<file path="src/hw/dcr_regs.svh">
// register offsets, field positions and reset values of the datapath
// configuration bank; included by the package user and the modules
`ifndef DCR_REGS_SVH
`define DCR_REGS_SVH

`define DCR_ADDR_W          7
`define DCR_OFS_CTRL        7'h02
`define DCR_OFS_SCALE       7'h03
`define DCR_CTRL_RESET      16'h7000
`define DCR_SCALE_RESET     16'hf000
`define DCR_CTRL_MASK       16'hf0fa
`define DCR_SCALE_MASK      16'hf001
`define DCR_MIDSCALE        16'h8000

`define DCR_BIT_WORD_WIDE   15
`define DCR_BIT_DACCLK_OFF  14
`define DCR_BIT_DATACLK_OFF 13
`define DCR_BIT_COLL_OFF    12
`define DCR_BIT_FOUR_WIRE   7
`define DCR_BIT_MIXER       6
`define DCR_BIT_MIX_GAIN    5
`define DCR_BIT_NCO         4
`define DCR_BIT_REVBUS      3
`define DCR_BIT_TWOS        1
`define DCR_BIT_TXEN        0
`define DCR_SCALE_HI        15
`define DCR_SCALE_LO        12

`endif

</file>
<file path="src/hw/dcr_pkg.sv">
// types shared by the datapath configuration bank
// assumes the offsets and fields come from dcr_regs.svh
package dcr_pkg;
    typedef logic [15:0] dcr_word_type;
endpackage : dcr_pkg

</file>
<file path="src/hw/dcr_sample_path.sv">
// one output lane: forces mid-scale while the output-kill alarm stands
// assumes the sample and the alarm are synchronous to CLK
`timescale 1ns/1ps
`include "dcr_regs.svh"
module dcr_sample_path
    import dcr_pkg::*;
(
    input  wire logic         clk,
    input  wire logic         rstn,
    input  wire logic         kill,
    input  wire dcr_word_type sample_in,
    output      dcr_word_type sample_out
);
    typedef struct packed {
        dcr_word_type q;
    } dcr_lane_type;

    dcr_lane_type state;
    dcr_lane_type next_state;

    always_comb begin
        next_state = state;
        next_state.q = kill ? `DCR_MIDSCALE : sample_in;
    end

    always_ff @(posedge clk) begin
        if (!rstn) begin
            state <= '{q: `DCR_MIDSCALE};
        end else begin
            state <= next_state;
        end
    end

    assign sample_out = state.q;

    a_lane_midscale: assert property (@(posedge clk) disable iff (!rstn)
        kill |=> sample_out == 16'h8000)
        else $error("lane not at mid-scale during kill");
endmodule : dcr_sample_path

</file>
<file path="src/hw/dcr_config_bank.sv">
// datapath control and output scale registers behind the serial port
// assumes the serial port decoder gives one write strobe per word
//
// How it works
// bit 15 picks word-wide or byte-wide input
// bit 14 lets conversion clock loss kill outputs
// bit 13 lets data clock loss kill outputs
// bit 12 lets fifo collision kill outputs
// software leaves source and kill alarms unmasked
// bit 7 picks four-wire serial port
// bit 6 enables the mixer
// bit 5 adds 6 dB mixer gain
// bit 4 enables oscillator, coarse mixing independent
// bit 3 reverses input bus bit order
// bit 1 selects two's complement input
// bits 15:12 set full-scale step, reset ones
// transmit on when register bit or pin high
// control register 0x02 resets to 0x7000
// scale register 0x03 resets to 0xf000
// output kill drives mid-scale 0x8000 everywhere
// reserved bits read zero, have no effect
`timescale 1ns/1ps
`include "dcr_regs.svh"
module dcr_config_bank
    import dcr_pkg::*;
(
    input  wire logic                   CLK,
    input  wire logic                   RSTN,
    input  wire logic                   WR_EN,
    input  wire logic                   RD_EN,
    input  wire logic [`DCR_ADDR_W-1:0] ADDR,
    input  wire dcr_word_type           WR_DATA,
    output      dcr_word_type           RD_DATA,
    input  wire logic                   TXENABLE_PIN,
    input  wire logic                   DACCLK_GONE,
    input  wire logic                   DATACLK_GONE,
    input  wire logic                   FIFO_COLLISION,
    input  wire logic                   SRC_DACCLK_UNMASKED,
    input  wire logic                   SRC_DATACLK_UNMASKED,
    input  wire logic                   SRC_COLL_UNMASKED,
    input  wire logic                   KILL_UNMASKED,
    input  wire dcr_word_type           SAMPLE_IN,
    output      dcr_word_type           SAMPLE_OUT,
    output      logic                   WORD_WIDE_INPUT,
    output      logic                   FOUR_WIRE_PORT_SEL,
    output      logic                   MIXER_EN,
    output      logic                   MIXER_GAIN_6DB,
    output      logic                   NCO_EN,
    output      logic                   REVERSE_BUS,
    output      logic                   TWOS_COMPLEMENT,
    output      logic [3:0]             FULL_SCALE_STEP,
    output      logic                   TX_ACTIVE,
    output      logic                   OUTPUT_KILL
);
    // =====================================================================
    // state
    typedef struct packed {
        dcr_word_type ctrl;
        dcr_word_type scale;
        dcr_word_type rd;
        logic         tx;
        logic         kill;
    } dcr_state_type;

    dcr_state_type state;
    dcr_state_type next_state;
    logic          kill_now;

    // =====================================================================
    // output kill: each source needs its enable and its unmasked alarm,
    // and the combined alarm must also be unmasked to reach the outputs
    always_comb begin
        kill_now = KILL_UNMASKED & (
            (state.ctrl[`DCR_BIT_DACCLK_OFF] & DACCLK_GONE
                & SRC_DACCLK_UNMASKED)
          | (state.ctrl[`DCR_BIT_DATACLK_OFF] & DATACLK_GONE
                & SRC_DATACLK_UNMASKED)
          | (state.ctrl[`DCR_BIT_COLL_OFF] & FIFO_COLLISION
                & SRC_COLL_UNMASKED));
    end

    // =====================================================================
    // register writes and reads
    always_comb begin
        next_state = state;
        // reserved bits are masked off so they never store a one
        if (WR_EN && ADDR == `DCR_OFS_CTRL) begin
            next_state.ctrl = WR_DATA & `DCR_CTRL_MASK;
        end
        if (WR_EN && ADDR == `DCR_OFS_SCALE) begin
            next_state.scale = WR_DATA & `DCR_SCALE_MASK;
        end
        if (RD_EN) begin
            unique case (ADDR)
                `DCR_OFS_CTRL:  next_state.rd = state.ctrl;
                `DCR_OFS_SCALE: next_state.rd = state.scale;
                default:        next_state.rd = 16'h0000;
            endcase
        end
        // pin is taken as is; either source enables the outputs
        next_state.tx = state.scale[`DCR_BIT_TXEN] | TXENABLE_PIN;
        next_state.kill = kill_now;
    end

    always_ff @(posedge CLK) begin
        if (!RSTN) begin
            state.ctrl  <= `DCR_CTRL_RESET;
            state.scale <= `DCR_SCALE_RESET;
            state.rd    <= 16'h0000;
            state.tx    <= 1'b0;
            state.kill  <= 1'b0;
        end else begin
            state <= next_state;
        end
    end

    // =====================================================================
    // outputs, each straight from a flip-flop
    assign RD_DATA            = state.rd;
    assign WORD_WIDE_INPUT    = state.ctrl[`DCR_BIT_WORD_WIDE];
    assign FOUR_WIRE_PORT_SEL = state.ctrl[`DCR_BIT_FOUR_WIRE];
    assign MIXER_EN           = state.ctrl[`DCR_BIT_MIXER];
    assign MIXER_GAIN_6DB     = state.ctrl[`DCR_BIT_MIX_GAIN];
    // coarse mixing uses MIXER_EN only, not NCO_EN
    assign NCO_EN             = state.ctrl[`DCR_BIT_NCO];
    assign REVERSE_BUS        = state.ctrl[`DCR_BIT_REVBUS];
    assign TWOS_COMPLEMENT    = state.ctrl[`DCR_BIT_TWOS];
    assign FULL_SCALE_STEP    =
        state.scale[`DCR_SCALE_HI:`DCR_SCALE_LO];
    assign TX_ACTIVE          = state.tx;
    assign OUTPUT_KILL        = state.kill;

    // =====================================================================
    // sample lane, one register stage behind the kill flag
    dcr_sample_path u_lane (
        .clk        (CLK),
        .rstn       (RSTN),
        .kill       (state.kill),
        .sample_in  (SAMPLE_IN),
        .sample_out (SAMPLE_OUT)
    );

    // =====================================================================
    // checks: reset values
    a_ctrl_reset: assert property (@(posedge CLK)
        !RSTN |=> state.ctrl == 16'h7000)
        else $error("control register reset value wrong");
    a_scale_reset: assert property (@(posedge CLK)
        !RSTN |=> FULL_SCALE_STEP == 4'hf && !state.scale[0])
        else $error("scale register reset value wrong");

    // =====================================================================
    // checks: a write shows on the outputs one edge after it is taken
    a_ctrl_write: assert property (@(posedge CLK)
        disable iff (!RSTN)
        WR_EN && ADDR == 7'h02 ##1 RD_EN && ADDR == 7'h02 && !WR_EN
        |=> RD_DATA == ($past(WR_DATA, 2) & 16'hf0fa))
        else $error("control write not read back");
    a_rsvd_zero: assert property (@(posedge CLK)
        disable iff (!RSTN)
        (state.ctrl & 16'h0f05) == 16'h0000
        && (state.scale & 16'h0ffe) == 16'h0000)
        else $error("reserved bit holds a one");
    a_word_wide: assert property (@(posedge CLK)
        disable iff (!RSTN)
        WR_EN && ADDR == 7'h02 |=> WORD_WIDE_INPUT == $past(WR_DATA[15]))
        else $error("word width bit not applied");
    a_four_wire: assert property (@(posedge CLK)
        disable iff (!RSTN)
        WR_EN && ADDR == 7'h02 |=> FOUR_WIRE_PORT_SEL == $past(WR_DATA[7]))
        else $error("four-wire select not applied");
    a_mixer_on: assert property (@(posedge CLK)
        disable iff (!RSTN)
        WR_EN && ADDR == 7'h02 |=> MIXER_EN == $past(WR_DATA[6]))
        else $error("mixer enable not applied");
    a_mixer_gain: assert property (@(posedge CLK)
        disable iff (!RSTN)
        WR_EN && ADDR == 7'h02 |=> MIXER_GAIN_6DB == $past(WR_DATA[5]))
        else $error("mixer gain bit not applied");
    a_nco_on: assert property (@(posedge CLK)
        disable iff (!RSTN)
        WR_EN && ADDR == 7'h02 |=> NCO_EN == $past(WR_DATA[4]))
        else $error("oscillator enable not applied");
    a_bus_reverse: assert property (@(posedge CLK)
        disable iff (!RSTN)
        WR_EN && ADDR == 7'h02 |=> REVERSE_BUS == $past(WR_DATA[3]))
        else $error("bus reversal bit not applied");
    a_twos_format: assert property (@(posedge CLK)
        disable iff (!RSTN)
        WR_EN && ADDR == 7'h02 |=> TWOS_COMPLEMENT == $past(WR_DATA[1]))
        else $error("sample format bit not applied");
    a_step_write: assert property (@(posedge CLK)
        disable iff (!RSTN)
        WR_EN && ADDR == 7'h03 |=> FULL_SCALE_STEP == $past(WR_DATA[15:12]))
        else $error("full-scale step not applied");
    // the last reset edge must not start an attempt: its flop was cleared
    a_tx_or: assert property (@(posedge CLK)
        disable iff (!RSTN)
        RSTN |=> TX_ACTIVE == ($past(TXENABLE_PIN) | $past(state.scale[0])))
        else $error("transmit enable not pin or bit");

    // =====================================================================
    // checks: alarm shutdown, one edge to the flag, one more to the lane
    a_dacclk_kill: assert property (@(posedge CLK)
        disable iff (!RSTN)
        RSTN && DACCLK_GONE && state.ctrl[14] && SRC_DACCLK_UNMASKED
        && KILL_UNMASKED |=> OUTPUT_KILL ##1 SAMPLE_OUT == 16'h8000)
        else $error("clock loss did not kill outputs");
    a_dataclk_kill: assert property (@(posedge CLK)
        disable iff (!RSTN)
        RSTN && DATACLK_GONE && state.ctrl[13] && SRC_DATACLK_UNMASKED
        && KILL_UNMASKED |=> OUTPUT_KILL)
        else $error("data clock loss did not kill");
    a_coll_kill: assert property (@(posedge CLK)
        disable iff (!RSTN)
        RSTN && FIFO_COLLISION && state.ctrl[12] && SRC_COLL_UNMASKED
        && KILL_UNMASKED |=> OUTPUT_KILL)
        else $error("fifo collision did not kill");
    a_coll_gate: assert property (@(posedge CLK)
        disable iff (!RSTN)
        !state.ctrl[12] && !DACCLK_GONE && !DATACLK_GONE |=> !OUTPUT_KILL)
        else $error("collision killed while disabled");
    a_mask_gate: assert property (@(posedge CLK)
        disable iff (!RSTN)
        !KILL_UNMASKED |=> !OUTPUT_KILL)
        else $error("kill passed a masked alarm");

    // =====================================================================
    // scenarios worth seeing
    c_kill: cover property (@(posedge CLK) disable iff (!RSTN)
        OUTPUT_KILL ##1 !OUTPUT_KILL);
    c_write_ctrl: cover property (@(posedge CLK) disable iff (!RSTN)
        WR_EN && ADDR == 7'h02);
    c_tx_pin_only: cover property (@(posedge CLK) disable iff (!RSTN)
        TXENABLE_PIN && !state.scale[0] ##1 TX_ACTIVE);
    c_readback: cover property (@(posedge CLK) disable iff (!RSTN)
        WR_EN && ADDR == 7'h02 ##1 RD_EN && ADDR == 7'h02);
    c_coll_kill: cover property (@(posedge CLK) disable iff (!RSTN)
        FIFO_COLLISION && state.ctrl[12] ##1 OUTPUT_KILL);
endmodule : dcr_config_bank

</file>
<file path="config.mk">
export PLATFORM = sky130hd
export DESIGN_NAME = dcr_config_bank
export DESIGN_NICKNAME = d
export VERILOG_FILES = /design/src/hw/dcr_pkg.sv /design/src/hw/dcr_sample_path.sv /design/src/hw/dcr_config_bank.sv
export VERILOG_INCLUDE_DIRS = /design/src /design/src/hw
export SDC_FILE = /design/constraint.sdc
export NUM_CORES = 1
export LEC_CHECK = 0
export ABC_AREA = 1
export BUFFER_PORTS_ARGS = -buffer_cell sky130_fd_sc_hd__buf_4
export CORE_ASPECT_RATIO = 1.2
export CORE_MARGIN = 4
export CORE_UTILIZATION = 45
export CTS_CLUSTER_SIZE = 30
export DETAILED_ROUTE_END_ITERATION = 7
export HOLD_SLACK_MARGIN = 0.05
export PLACE_DENSITY_LB_ADDON = 0.08
export RECOVER_POWER = 100
export SETUP_SLACK_MARGIN = 0.15
export SLEW_MARGIN = 20
export SYNTH_ARGS = -nofsm -noshare
export SYNTH_HDL_FRONTEND = slang
export SYNTH_SLANG_ARGS = --single-unit
</file>
<file path="constraint.sdc">
create_clock -name CLK -period 1.31 [get_ports CLK]
set_input_delay 0.262 -clock CLK [delete_from_list [all_inputs] [get_ports CLK]]
set_output_delay 0.262 -clock CLK [all_outputs]
set_load 0.02 [all_outputs]
</file>
==> flow_summary.yaml <==
outcome:
  status: "finished, final reports clean"
sta:
  finalSetupViolCount: 0
  maxSlewViolCount: 0
  fin_tns_setup_ps: 0
  fmax_mhz: 856
  grt_setup_unrepaired: "no"
  period_minus_slack_ps: 1170
  skew_ps: 5.01
  min_period_over_period: 0.891
  report.final.hold_viol_count: 0
critical_path:
  critPathMaxFanout: 3
  start_kind: "flop"
  crit-reg2reg-capture: "u_lane.sample_out[9]"
  crit_chain: "clkbuf_1"
  worstSetupStartpoint: "FULL_SCALE_STEP[2]"
  cp_num_buf_inv: 1
  r2r_slack_ps: 350
  max_stage_delay_ps: 360
  cpMaxStageDelayCell: "dfxtp_1"
  critical_path_required_ps: 1050
  worstSetupPathType: "reg -> out"
  setup.worst_path.end_class: "output pin"
  worstRegToRegCells: 4
  reg2reg_from: "OUTPUT_KILL"
  cpLargestDelayFamily: "flip-flops"
  arrival_ps: 910
drt:
  ant_nets: 0
  wire_per_inst_um: 10.3
  remaining_drc_errors: 0
  vias_per_cell: 4.30
  drt_iter0_markers: 87
  totalWireLength_mm: 3.87
  dr_total_vias: 1621
  drt_first_pass_iters: 4
final_layout:
  area_growth_pct: 26.2
  final_util: 0.597
  num-nets-final: 373
  final_layout_size_suffix_gt1_frac: 0.251
  num_antenna_cells: 0
  nFillCells: 441
  final_area_mm2: 0.00239
synth:
  yosysWarnings: 0
  ys_types: 21
  yosys.area_share.simple: 0.326
  synth_most_common_cell: "dfxtp_1"
  synth_top_family_by_area: "simple AND/OR/NAND/NOR gates"
  synth_compound_area_frac: 0.0370
  synth_adder_area_share: 0
  yosysTopAreaCell: "dfxtp_1"
  syn-cell-area_mm2: 0.00189
  synthXorXnorAreaFrac: 0
  yosysSeqAreaShare: 0.465
  yosys_most_used_dff: "dfxtp_1"
  synth_top_area_frac: 0.465
  synth_area_per_cell_um2: 7.64
  synth-async-reset-ratio: 0
  synth_seq_cells: 44
  synth_area_leaders: "dfxtp_1 (46%), buf_4 (7.9%), nand2_1 (7.9%)"
  synthMuxAreaShare: 0
  synthTopCellsByCount: "dfxtp_1 (44), nand2_1 (40), nor2_1 (38)"
  synthCells: 248
  synth_edf_count: 0
min_path:
  whs_path_depth: 2
  hold_class: "in -> reg"
  hold_path_end: "u_lane.sample_out[15]"
  min-delay-start: "SAMPLE_IN[15]"
floorplan:
  initial_utilization: 0.473
  dieArea_mm2: 0.00532
  die_w_um: 67.2
  rows: 25
  die_height_um: 79.1
  ios: 96
  coreArea_mm2: 0.00400
grt:
  grt_first_pass_wirelength_mm: 6.48
  grt_max_degree: 24
  grt_use_total: 0.158
  grt_pass1_vias: 1548
  gr-total-overflow: 0
  antenna_found_initial: 0
power_and_ir_drop:
  finalPower_w: 0.00261
  powerDensity_mw_per_mm2: 1090
  leakage_nw: 1.20
  peakVddDrop_uv: 823
clock_network:
  cts_buffer_depth: 2
  numCtsBuffers: 5
  hold_buffers: 0
  clkLatencyLatePin_ps: 290
  cts.sinks: 44
  cts_tree: "done"
  cts_resized: 0
  post_cts_buffers: 0
  clkTransAtPathRegs_ps: 80
  cts_root_buf: "clkbuf_8"
  htreeDepth: 2
placed_design:
  placed_area_mm2: 0.00246
  port_buffers: 85
  gp_congestion: 0.768
  hpwl_mm: 3.07
flow_run:
  cap_violations: 0
[stage by stage]
step / setup WS, ps / instances / hold WS (ps)
finish: 142 / 377 / 149
global route: 85.1 / 377 / 155
CTS: 221 / 377 / 143
detailed placement: 41.2 / 369 / 448
global placement: 73.8 / 369 / 443
floorplan: 253 / 252 / 362
[cells in the final DEF, fill, tap and decap left out]
cell,count
a21oi_1,7
buf_4,49
clkbuf_1,38
clkbuf_2,1
clkbuf_4,2
clkbuf_8,6
clkinvlp_4,1
conb_1,5
dfxtp_1,44
inv_1,34
inv_2,3
nand2_1,41
nand2_2,6
nand3_1,24
nand3_2,3
nand3_4,1
nor2_1,41
nor2_2,7
nor2_4,1
nor2_8,1
o21ai_0,7
or2_1,1
[routing by layer]
metal  track usage  up-vias  routed length, um
met5             0        -                  0
li1              -      869                  -
met1         0.181      690               1580
met4        0.0487        0                 46
met2         0.250       56               1790
met3        0.0835        6                451
[sequential cells by signal, summed over array words and instances, names as in the netlist]
name	cells
FOUR_WIRE_PORT_SEL	1
FULL_SCALE_STEP	4
MIXER_EN	1
MIXER_GAIN_6DB	1
NCO_EN	1
OUTPUT_KILL	1
RD_DATA	11
REVERSE_BUS	1
TWOS_COMPLEMENT	1
TX_ACTIVE	1
WORD_WIDE_INPUT	1
state	4
u_lane.sample_out	16
[worst max-delay path by stage]
stage | slack (ps) | cells after the start | endpoint
after global placement | 70 | 8 | state[48]
after detailed placement | 40 | 8 | state[48]
final | 140 | 1 | FULL_SCALE_STEP[2]
after floorplan | 250 | 7 | state[46]
after global routing | 90 | 1 | MIXER_GAIN_6DB
after CTS | 220 | 1 | FULL_SCALE_STEP[1]
[cell type report]
class / instances / area (um2) / share of cell area
sequential: 44 / 881 / 0.368
multi-input combinational: 145 / 683 / 0.286
timing repair buffer: 89 / 527 / 0.220
inverter: 37 / 139 / 0.0581
clock buffer: 7 / 86.3 / 0.0361
tap: 54 / 67.6 / 0.0283
clock inverter: 1 / 7.51 / 0.00314
[cells by family (layout without fill, tap and decap cells)]
kind of cell / after synthesis / count (layout)
other cells: 1 / 5
simple gates: 126 / 126
compound gates: 14 / 14
buf+inv: 63 / 134
flops: 44 / 44
[report_power, final]
group / switching [W] / internal [W]
logic: 0.000204 / 0.000148
registers: 0.0000166 / 0.00139
clock network: 0.000427 / 0.000428
total: 0.000648 / 0.00196
No activity file was read; power rests on OpenSTA's default activity.
